### config.mk
export PLATFORM = sky130hd
export DESIGN_NAME = pm_timer
export DESIGN_NICKNAME = d
export VERILOG_FILES = /design/src/common/pm_timer_pkg.sv /design/src/common/timer_core_if.sv /design/src/pm_timer_counter.sv /design/src/pm_timer.sv
export SDC_FILE = /design/constraint.sdc
export NUM_CORES = 1
export LEC_CHECK = 0
export ABC_AREA = 0
export BUFFER_PORTS_ARGS = -buffer_cell sky130_fd_sc_hd__buf_2
export CORE_MARGIN = 2
export CORE_UTILIZATION = 58
export CTS_CLUSTER_SIZE = 40
export DETAILED_ROUTE_END_ITERATION = 16
export MAX_ROUTING_LAYER = met4
export PLACE_DENSITY = 0.85
export SYNTH_ARGS = -nofsm -noshare
export SYNTH_HDL_FRONTEND = slang
export SYNTH_HIERARCHICAL = 1
export SYNTH_SLANG_ARGS = --single-unit
### constraint.sdc
create_clock -name clk -period 3.2 [get_ports clk]
set_input_delay 0.32 -clock clk [delete_from_list [all_inputs] [get_ports clk]]
set_output_delay 0.32 -clock clk [all_outputs]
set_load 0.01 [all_outputs]
### src/common/pm_timer_pkg.sv
// Constants shared by the power management timer block
package pm_timer_pkg;
	localparam int COUNT_WIDTH = 24;
	localparam int BYTE_WIDTH = 8;
	localparam int IO_ADDR_WIDTH = 16;
	// Reference clock figure in hertz, and the local clock it is sampled with
	localparam int REF_CLOCK_HZ = 3579545;
	localparam int SYS_CLOCK_HZ = 25000000;
	// Local clocks per reference period, rounded down; must stay above 2 for edge sampling
	localparam int REF_PERIOD_CYCLES = SYS_CLOCK_HZ / REF_CLOCK_HZ;
	// Byte offsets from the power management I/O base
	localparam logic [15:0] OFFSET_COUNT_LOW = 16'h0008;
	localparam logic [15:0] OFFSET_COUNT_MID = 16'h0009;
	localparam logic [15:0] OFFSET_COUNT_HIGH = 16'h000A;
	// Field positions of the count bytes
	localparam int COUNT_LOW_LSB = 0;
	localparam int COUNT_MID_LSB = 8;
	localparam int COUNT_HIGH_LSB = 16;
	localparam int COUNT_MSB = 23;
	// Reset values
	localparam logic [23:0] COUNT_RESET = 24'h000000;
	localparam logic [7:0] BYTE_RESET = 8'h00;
	// Synchroniser input positions and number of synchronised inputs
	localparam int SYNC_REF = 0;
	localparam int SYNC_WORK = 1;
	localparam int SYNC_COUNT = 2;
endpackage

### src/common/timer_core_if.sv
// Carrier between the timer control logic and the counter core
`timescale 1ns/1ns
interface timer_core_if #(parameter int WIDTH = 24);
	logic tick;
	logic [WIDTH-1:0] count;
	logic msb_toggle;
	modport core (input tick, output count, output msb_toggle);
	modport ctrl (output tick, input count, input msb_toggle);
endinterface // timer_core_if

### src/pm_timer_counter.sv
// Free-running up-counter with a top-bit change pulse
`timescale 1ns/1ns
module pm_timer_counter
	import pm_timer_pkg::*;
#(
	parameter int WIDTH = COUNT_WIDTH
) (
	input wire logic clk, // System clock
	input wire logic rst_n, // Master reset, async, active low
	timer_core_if.core core // Tick in, count and toggle out
);
	logic [WIDTH-1:0] count;
	logic [WIDTH-1:0] next_count;
	logic msb_toggle;
	logic next_msb_toggle;

	always_comb begin
		next_count = count;
		next_msb_toggle = 1'b0;
		if (core.tick) begin
			next_count = count + {{(WIDTH-1){1'b0}}, 1'b1}; // RULE1
			// Top bit flips on 0->1 and on the 1->0 wrap alike
			next_msb_toggle = next_count[WIDTH-1] ^ count[WIDTH-1]; // RULE5
		end
	end

	// No tick means the count simply holds until the reference returns
	always_ff @(posedge clk or negedge rst_n) begin
		if (!rst_n) begin
			count <= COUNT_RESET[WIDTH-1:0]; // RULE3
			msb_toggle <= 1'b0;
		end else begin
			count <= next_count; // RULE4
			msb_toggle <= next_msb_toggle;
		end
	end

	assign core.count = count;
	assign core.msb_toggle = msb_toggle;
endmodule // pm_timer_counter

### src/pm_timer.sv
// Power management timer: reference sampling, count bytes, toggle flag and routing
//
// Function
// RULE1 - 24-bit counter advances once per reference clock cycle.
// RULE2 - Counting happens only in the working power state.
// RULE3 - Reset clears the counter; it then runs while the reference toggles.
// RULE4 - Reference stop holds the count; restart resumes from it unless reset.
// RULE5 - Every change of counter bit 23, either way, sets the toggle flag.
// RULE6 - Flag set with the enable on raises a control interrupt request; here only with the route bit set, else a management request with smi_enable set.
// RULE7 - Byte at base plus 8 reads count bits 7..0.
// RULE8 - Byte at base plus 9 reads count bits 15..8.
// RULE9 - Byte at base plus A reads count bits 23..16.
// RULE10 - Count bytes are read-only, live, and writes leave the counter alone.
// RULE11 - Events go to control interrupt if route bit set, else management interrupt.
// RULE12 - Flag holds until cleared; request stays while flag and enable are set.
`timescale 1ns/1ns
module pm_timer
	import pm_timer_pkg::*;
#(
	parameter int WIDTH = COUNT_WIDTH,
	parameter int SYNC_STAGES = 2
) (
	input wire logic clk, // 25 MHz system clock
	input wire logic rst_n, // Master reset, async, active low
	input wire logic reference_clock_input, // Timer reference pin
	input wire logic working_state, // High while system is in working state
	input wire logic [15:0] pm_io_base_config, // Power management I/O base
	input wire logic [15:0] io_addr, // I/O cycle address
	input wire logic io_rd, // One-cycle read strobe
	input wire logic io_wr, // One-cycle write strobe
	input wire logic [7:0] io_wdata, // Write data, unused by count bytes
	input wire logic timer_irq_enable, // Timer interrupt enable
	input wire logic event_route_select, // 1 routes events to control interrupt
	input wire logic smi_enable, // Management interrupt enable
	input wire logic flag_clear, // One-cycle clear of the toggle flag
	output logic [7:0] io_rdata, // Read data, valid with io_rdata_valid
	output logic io_rdata_valid, // One-cycle pulse for a claimed read
	output logic timer_msb_toggle_flag, // Sticky top-bit toggle status
	output logic sci_request, // Control interrupt request, level
	output logic smi_request, // Management interrupt request, level
	output logic [WIDTH-1:0] timer_count_value // Live count
);
	timer_core_if #(.WIDTH(WIDTH)) core_bus ();

	// Pin synchronisers, one chain per pin
	logic [SYNC_COUNT-1:0] pin_raw;
	logic [SYNC_COUNT-1:0] pin_sync;
	assign pin_raw[SYNC_REF] = reference_clock_input;
	assign pin_raw[SYNC_WORK] = working_state;

	genvar gi;
	generate
		for (gi = 0; gi < SYNC_COUNT; gi++) begin : g_sync
			logic [SYNC_STAGES-1:0] stage;
			logic [SYNC_STAGES-1:0] next_stage;
			always_comb begin
				next_stage = {stage[SYNC_STAGES-2:0], pin_raw[gi]};
			end
			always_ff @(posedge clk or negedge rst_n) begin
				if (!rst_n) begin
					stage <= '0;
				end else begin
					stage <= next_stage;
				end
			end
			assign pin_sync[gi] = stage[SYNC_STAGES-1];
		end
	endgenerate

	// Edge detect on the synchronised reference only
	logic ref_prev;
	logic next_ref_prev;
	logic tick;

	always_comb begin
		next_ref_prev = pin_sync[SYNC_REF];
		// Rising edge in working state; a stopped reference gives no edge
		tick = pin_sync[SYNC_REF] & ~ref_prev & pin_sync[SYNC_WORK]; // RULE2
	end

	always_ff @(posedge clk or negedge rst_n) begin
		if (!rst_n) begin
			ref_prev <= 1'b0;
		end else begin
			ref_prev <= next_ref_prev;
		end
	end

	assign core_bus.tick = tick; // RULE1

	pm_timer_counter #(
		.WIDTH(WIDTH)
	) u_counter (
		.clk(clk),
		.rst_n(rst_n),
		.core(core_bus.core)
	);

	// Address decode relative to the programmable base
	logic [15:0] rel_addr;
	logic hit_low;
	logic hit_mid;
	logic hit_high;
	logic [7:0] next_io_rdata;
	logic next_io_rdata_valid;

	always_comb begin
		rel_addr = io_addr - pm_io_base_config;
		hit_low = (rel_addr == OFFSET_COUNT_LOW);
		hit_mid = (rel_addr == OFFSET_COUNT_MID);
		hit_high = (rel_addr == OFFSET_COUNT_HIGH);
		next_io_rdata = BYTE_RESET;
		next_io_rdata_valid = 1'b0;
		// Writes never reach the counter; no byte snapshot, so multi-byte reads may tear
		if (io_rd && !io_wr) begin // RULE10
			if (hit_low) begin
				next_io_rdata = core_bus.count[COUNT_LOW_LSB +: BYTE_WIDTH]; // RULE7
				next_io_rdata_valid = 1'b1;
			end else if (hit_mid) begin
				next_io_rdata = core_bus.count[COUNT_MID_LSB +: BYTE_WIDTH]; // RULE8
				next_io_rdata_valid = 1'b1;
			end else if (hit_high) begin
				next_io_rdata = core_bus.count[COUNT_HIGH_LSB +: BYTE_WIDTH]; // RULE9
				next_io_rdata_valid = 1'b1;
			end
		end
	end

	always_ff @(posedge clk or negedge rst_n) begin
		if (!rst_n) begin
			io_rdata <= BYTE_RESET;
			io_rdata_valid <= 1'b0;
		end else begin
			io_rdata <= next_io_rdata;
			io_rdata_valid <= next_io_rdata_valid;
		end
	end

	// Sticky flag and interrupt routing
	logic next_flag;
	logic next_sci;
	logic next_smi;
	logic timer_event;

	always_comb begin
		// Set beats a clear landing in the same cycle
		next_flag = core_bus.msb_toggle | (timer_msb_toggle_flag & ~flag_clear); // RULE5 RULE12
		timer_event = next_flag & timer_irq_enable; // RULE6
		next_sci = timer_event & event_route_select; // RULE11
		next_smi = timer_event & ~event_route_select & smi_enable; // RULE11
	end

	always_ff @(posedge clk or negedge rst_n) begin
		if (!rst_n) begin
			timer_msb_toggle_flag <= 1'b0;
			sci_request <= 1'b0;
			smi_request <= 1'b0;
			timer_count_value <= COUNT_RESET[WIDTH-1:0];
		end else begin
			timer_msb_toggle_flag <= next_flag; // RULE12
			sci_request <= next_sci; // RULE6
			smi_request <= next_smi;
			timer_count_value <= core_bus.count;
		end
	end
endmodule // pm_timer

==> results of run 1 <==
-- power by group --
| part | switching, mW | internal [mW] |
|---|---|---|
| sequential | 0.0681 | 0.893 |
| clock | 0.315 | 0.461 |
| combinational | 0.252 | 0.188 |
-- how the worst min path moves through the flow --
stage,start,endpoint,slack [ps],depth (start not counted)
final,rst_n,timer_count_value[15],10,1
after global routing,reference_clock_input,g_sync[0].stage[0],50,1
after CTS,rst_n,timer_count_value[15],10,1
after detailed placement,g_sync[0].stage[0],g_sync[0].stage[1],350,0
after global placement,g_sync[1].stage[0],g_sync[1].stage[1],340,0
after floorplan,rst_n,g_sync[0].stage[0],20,0
-- layout make-up --
| class | instances | area, µm² |
|---|---|---|
| clock inverter | 6 | 90.09 |
| fill | 419 | 1677 |
| sequential | 66 | 1652 |
| multi-input combinational | 227 | 1821 |
| timing repair buffer | 82 | 422.9 |
| inverter | 26 | 97.59 |
| clock buffer | 10 | 137.6 |
| tap | 75 | 93.84 |
-- sequential cells by signal, summed over array words and instances (netlist names) --
signal	cells
io_rdata_valid	1
sci_request	1
timer_msb_toggle_flag	1
u_counter/core.msb_toggle	1
u_counter/core.count	24
io_rdata	8
ref_prev	1
smi_request	1
g_sync.stage	4
timer_count_value	24
-- synthesized netlist by cell type, types with 2 or more instances --
cell type	n	area, µm²
dfrtp_1	66	1652
inv_1	26	97.59
nor2_1	24	90.09
ha_1	17	212.7
xnor2_1	17	148.9
nand2_1	16	60.06
a21oi_1	12	60.06
nand3_1	12	60.06
xor2_1	10	87.58
mux2_2	9	101.4
a22oi_1	8	60.06
nand4_1	8	50.05
nor4b_2	8	120.1
a21o_1	6	45.04
nor3_1	5	25.02
o21ai_0	5	25.02
and3_1	4	25.02
nor4_1	4	25.02
o211ai_1	4	30.03
o21a_1	4	30.03
a211o_1	3	26.28
a211oi_1	3	22.52
buf_6	3	33.78
clkbuf_1	3	11.26
nand2b_1	3	18.77
nor4_4	3	63.81
o21ai_1	3	15.01
o21bai_1	3	22.52
and4b_1	2	20.02
buf_1	2	7.510
buf_2	2	10.01
buf_4	2	15.01
nand4_2	2	25.02
nand4_4	2	42.54
nor2b_1	2	12.51
nor3_2	2	20.02
nor4_2	2	25.02
o2111ai_1	2	17.52
-- stage by stage --
| stage | util [%] | setup WS, ps |
|---|---|---|
| final | 72.01 | 536.1 |
| after global routing | 72.01 | 354.9 |
| after CTS | 72.01 | 611.1 |
| after detailed placement | 68.21 | 257.0 |
| after global placement | 68.21 | 353.1 |
| after floorplan | - | 705.4 |
-- metal layers --
metal,share of wire [%],wire length (µm),vias up
met5,0,0,-
met3,5.4,410,22
met2,52,3932,109
met1,40,2998,1392
met4,3.0,225,0
li1,-,-,1360
-- cells by family after synthesis --
kind of cell,Yosys count,synth area share (%)
AO/OA/AOI/OAI,67,13.72
multiplexers,9,2.779
buffers and inverters,38,4.803
flip-flops,66,45.28
AND/OR/NAND/NOR,105,20.10
XOR/XNOR,28,6.930
adder cells (fa/ha/maj),18,6.381
==> results.md, run 1 <==
- The number of pins with negative max-slew slack in the final report is 0.
- The number of antenna violations at the first check in global routing came to 0.
- The die is 83.30 µm wide.
- The hold violation total from the final report is 0.
- Of all nets on the critical path, the largest fanout is 9.
- The clock-pin slew of the registers on the worst-case setup and hold paths is 70 ps.
- The post-CTS setup buffer count is 0.
- The number of different library cells in the post-synthesis netlist is 60.
- In this run the count of I/O pins placed on the die edge is 86.
- The final route contains 2883 vias.
- The die covers 6939 µm².
- The region available for standard cell placement spans 5991 µm².
- The type of the worst setup path is in -> reg.
- The final worst hold slack is 10.13 ps.
- The number of DRC violations after detailed-routing iteration 0 is 135.
- Measured against its own limit, the worst slew margin works out to 54.49%.
- STA puts the critical path data arrival time at 2890 ps.
- Counting the buffers created by CTS gives 9.
- The flow ran to the end, and the final reports show no timing, DRC or antenna violations.
- The detail route stage leaves a number of antenna-violating nets equal to 0.
- The largest net degree at the start of global routing is 36.
- For the worst flop-to-flop path, the logic depth is 5.
- The number of hold buffers added after cts is 0.
- The maximum clock insertion buffer count is 2.
- Broken down by cell family, the worst path's largest delay share belongs to compound AO/OA/AOI/OAI gates.
- In this run the static leakage power is 2.215 nW.
- Setup repair after global routing left no endpoint under its margin.
- Once detailed placement completed, the half-perimeter wirelength came to 5.618 mm.
- The share of layout cells above drive strength 1 is 31.65%.
- The most common cell after layout, fill and taps aside is buf_2.
- The final layout contains routed wiring with a total length of 7.566 mm.
- The via count normalized by instance count is 5.860.
- For this run, asynchronously set or reset flops after synthesis account for 100.0%.
- The setup clock skew after layout is 8.009 ps.
- The cell count after synthesis is 331.
- The number of placed instances, taps included, is 476.
- For the worst setup path, the data required time is 3430 ps.
- After layout, the design draws a total of 2.177 mW.
- For this run, design rule violations remaining after detail routing come to 0.
- The final standard cell count with taps included and fillers excluded is 492.
- The type of origin of the critical path is an input pin.
- The number of warning messages in the yosys log is 6.
- The number of buffers and inverters on the critical path is 1.
- For met1 alone, demand over resource in global routing was 26.46%.
- The first global-routing pass estimated 12.77 mm of wire.
- For this run, the top clock speed supported by timing is 375.4 MHz.
- The net count after synthesis is 399.
- In the global route stage, met3 resource usage came out at 4.871%.
- Global routing used 23.50% of the available tracks.
- The cell area after placement is 4086 µm².
- The worst-case IR drop observed on VDD is 0.5475 mV.
- The clock latency on the worst-skew pair is 340 ps.
- Synthesis inferred 66 register bits.
- The worst path in the final design needs a cycle of 2664 ps, including I/O delays and setup.
- The met2 global-route usage is 40.10%.
- The critical path runs through a total of 10 cells.
- The standard cell with the maximum stage delay on the critical path is a2111o_1.
- The via count of the first global-routing pass is 2752.
- In this run the register-to-register setup slack is 1210 ps.
- CTS placed an instance of clkbuf_8 at the clock tree root.
- The actual transition at the worst max-transition pin is 682.6 ps.
- The average wire length per cell after detail routing is 15.38 µm.
- Compared with the post-synthesis result, the final layout area differs by 18.28%.
- The worst setup path endpoint is io_rdata[3].
- The largest single stage delay on the critical path is 600 ps.
- The endpoint type of the worst setup path is a flip-flop.
- The floorplan step set the die height to 83.30 µm.
- The H-tree was split into 3 levels.
- Input and output buffers added on the ports amount to 77.
- In this run the critical register-to-register path is captured at u_counter/core.count[16].
- The pre-antenna-repair detailed-routing pass consisted of 5 iterations.
- The clock drives 66 sinks.
- The reported max-cap violation count is 0.
- The post-route fraction of the period consumed by the critical path is 83.25%.
- The startpoint identified for the worst register-to-register timing path is ref_prev.
- TritonCTS built the clock tree.
- The critical path goes through buf_2, ha_1, fa_1, nand2b_1, a21boi_1, o2bb2ai_1, o211ai_1, o311ai_1, a2111o_1, nor4b_2.
- Leaving out fill and tap cells, the most frequent cells in the layout are buf_2 (77), dfrtp_1 (66), inv_1 (26), nor2_1 (24).
- The portion of the post-synthesis area used by sequential elements is 45.28%.
- The ratio of total power to cell area is 504.6 nW/µm².
- In the final design database the tool counted 480 nets.
- Averaged over all synthesized cells, the footprint is 11.02 µm².
- Global routing finished with a remaining overflow of 0.
- The summed area of non-filler cells in the final layout is 4314 µm².
- Once the clock tree was built, the resizer swapped 0 gates to a different size.
- The tightest min-delay check is of the in -> async type.
- The number of enable flip-flop cells after synthesis is 0.
- The busiest metal layer after global routing is met2.
- The number of setup violations in the final report is 0.
- The number of core rows is 28.
- The most common flop cell mapped by yosys is dfrtp_1.
- The starting density of the core is 60.88%.
- Routability-driven placement finished with a final weighted congestion of 0.8768.
- The repair_antennas step left the layout with diodes totalling 0.
- Setup total negative slack on the finished layout was measured at 0 ps.
- The cell area after technology mapping is 3647 µm².
- The launching instance or port of the critical path is pm_io_base_config[0].
(Power assumes the default switching activity.)
==> run 2: changes to the inputs <==
Settings changed: CORE_UTILIZATION 58 to 49, PLACE_DENSITY 0.85 to 0.77.
Clock period 3.2 ns to 2.4 ns, I/O delays scaled along.
==> results.md, run 2 (synthesis gave the netlist of run 1 again) <==
- The flow ran to the end, and the final reports show no timing, DRC or antenna violations.
- met2 is the most crowded layer.
- At the end of routability-driven placement, the weighted congestion stood at 0.8688.
- The number of antenna violations at the first check in global routing is 0.
- 86 I/O pins were placed.
- The worst setup slack for register-to-register paths is 750 ps.
- The static leakage power is 2.417 nW.
- Setup repair after global routing left no endpoint under its margin.
- The largest registers in the layout are timer_count_value: 24 flops, u_counter/core.count: 24 flops, io_rdata: 8 flops.
- In this run the core area contains 31 standard-cell rows.
- Leaving out fill and tap cells, the most frequent cells in the layout are buf_2 (77), dfrtp_1 (66), buf_4 (36), inv_1 (26), nor2_1 (24).
- The most common cell after layout, fill and taps aside is buf_2.
- The critical path data required time is 2640 ps.
- The cell area after placement is 4428 µm².
- The class of the tightest hold or removal check is in -> reg.
- Hold is met by 156.9 ps.
- The largest net degree at the start of global routing is 36.
- For hold timing, the worst endpoint is sci_request.
- The type of origin of the critical path is an input pin.
- Clock-pin slew was measured on the worst setup and hold paths at 70 ps.
- Dividing the detail-routed via count by the number of cells gives 5.215.
- STA puts the critical path data arrival time at 2460 ps.
- The endpoint identified for the worst register-to-register timing path is u_counter/core.count[19].
- The residual antenna-violating net count after detailed routing is 0.
- The maximum clock insertion buffer count is 2.
- The global-route total usage across every layer is 19.16%.
- The TritonCTS clock tree is yes.
- The die is 90.28 µm wide.
- The maximum operating frequency is 449.7 MHz.
- The first global-routing pass estimated 12.38 mm of wire.
- The average wire length per cell after detail routing is 13.07 µm.
- The region available for standard cell placement spans 7214 µm².
- The post-route fraction of the period consumed by the critical path is 92.65%.
- The number of DRC violations after detailed-routing iteration 0 is 123.
- The actual transition at the worst max-transition pin is 693.2 ps.
- The die covers 8150 µm².
- Counting every sink on the clock net gives 66.
- Setup violations remaining at the end of the flow were counted as 0.
- The count of input and output buffers is 77.
- The endpoint type of the worst setup path is a flip-flop.
- The tree is rooted in a clkbuf_8.
- After detailed routing, the total wire length is 7.241 mm.
- Global routing finished with a remaining overflow of 0.
- The post-CTS setup buffer count is 0.
- The launching point of the worst reg2reg path is g_sync[0].stage[1].
- For the worst flop-to-flop path, the logic depth is 6.
- For this run, the post-layout net count is 518.
- The number of stages on the worst hold path is 2.
- The sequential cells in the finished layout cover a total of 1652 µm².
- The worst setup path is of the in -> reg kind.
- The count of unresolved DRC violations after routing is 0.
- The share of layout cells above drive strength 1 is 37.36%.
- Clock tree synthesis inserted a total of 9 buffers.
- The total number of H-tree levels is 3.
- The via count of the first global-routing pass is 2739.
- The number of pins with negative max-slew slack in the final report was 0.
- The startpoint identified for the worst hold timing path is timer_irq_enable.
- Headroom to the max-slew limit came out at 53.79%.
- The later pin in the worst-skew pair is clocked with a latency of 330 ps.
- The first detailed-routing pass took 4 iterations.
- The setup clock skew after layout is 6.643 ps.
- The antenna cell count is 0.
- Across the VDD grid, the largest voltage drop is 0.2771 mV.
- The starting density of the core is 50.55%.
- The routed via count is 2889.
- In the final layout, the multi-input gates occupy 1847 µm².
- The area growth from synthesis to layout is 28.10%.
- Global routing consumed, on the met1 layer, 22.93% of the routing resources.
- The hold violation total from the final report is 0.
- After routing the design area is 4672 µm².
- Of all nets on the critical path, the largest fanout is 9.
- The worst path needs 2224 ps of the cycle, external delays included.
- The reported max-cap violation count is 0.
- The met2 global-route usage is 32.27%.
- Dividing total power by cell area gives a power density of 611.3 nW/µm².
- After filler insertion, the fill cell instance count of the layout stands at 581.
- For met3 alone, demand over resource in global routing was 4.841%.
- The die is 90.28 µm tall.
- The total half-perimeter wirelength after legalization and detailed placement is 5.629 mm.
run 2: changes by cell type in the layout (fill, tap and decap cells not counted), moves of 2 or more:
cell,before,now
dlygate4sd3_1,0,3
buf_12,0,3
buf_4,5,36
clkinv_2,1,3
run 2: critical path: stages:
cell and delay [ps]:
buf_2 70, inv_1 30, ha_1 380, o21ai_0 100, a21o_1 190, a21oi_1 320, nor4_1 80, a41o_1 220
a2111o_1 400, buf_6 160, nor4_2 250
run 2: worst max-delay path by stage:
stage,startpoint,to,cells after the start
CTS,pm_io_base_config[0],io_rdata[0],11
floorplan,io_addr[0],io_rdata[0],11
finish,pm_io_base_config[2],io_rdata_valid,11
global route,pm_io_base_config[7],io_rdata[3],12
detailed placement,pm_io_base_config[0],io_rdata[0],11
global placement,pm_io_base_config[0],io_rdata[6],11
run 2: stage by stage:
stage | instances | setup slack, ps | total power, mW | setup TNS [ps] | util [%]
2_1_floorplan | 331 | 18.60 | 1.685 | 0 | -
3_3_place_gp | 535 | -202.2 | 1.959 | -1774 | 61.38
3_5_place_dp | 535 | -302.2 | 1.979 | -2494 | 61.38
4_1_cts | 554 | 48.05 | 2.877 | 0 | 64.50
5_1_grt | 554 | 57.98 | 3.021 | 0 | 64.76
6_report | 554 | 176.3 | 2.856 | 0 | 64.76
run 2: layer usage:
layer,vias up,routed length (µm),share of wire (%)
met3,12,378,5.2
met5,-,0,0
met2,83,3637,50
li1,1433,-,-
met1,1361,3135,43
met4,0,90,1.2
run 2: power breakdown:
part,internal (mW),switching (mW)
combinational,0.337,0.352
sequential,1.19,0.0878
clock,0.504,0.383
total,2.03,0.824
run 2: final cells by class:
class / instances / area share (%)
Clock buffer: 11 / 3.026
Tap cell: 99 / 2.651
Inverter: 26 / 2.089
Multi-Input combinational cell: 227 / 39.53
Timing Repair Buffer: 120 / 16.20
Clock inverter: 5 / 1.152
Sequential cell: 66 / 35.35
run 2: what timing repair did:
item	4_1_cts	5_1_grt
hold endpoints to repair	33	0
hold buffers	3	0
resized for setup	0	4
endpoints found under the setup margin	0	9
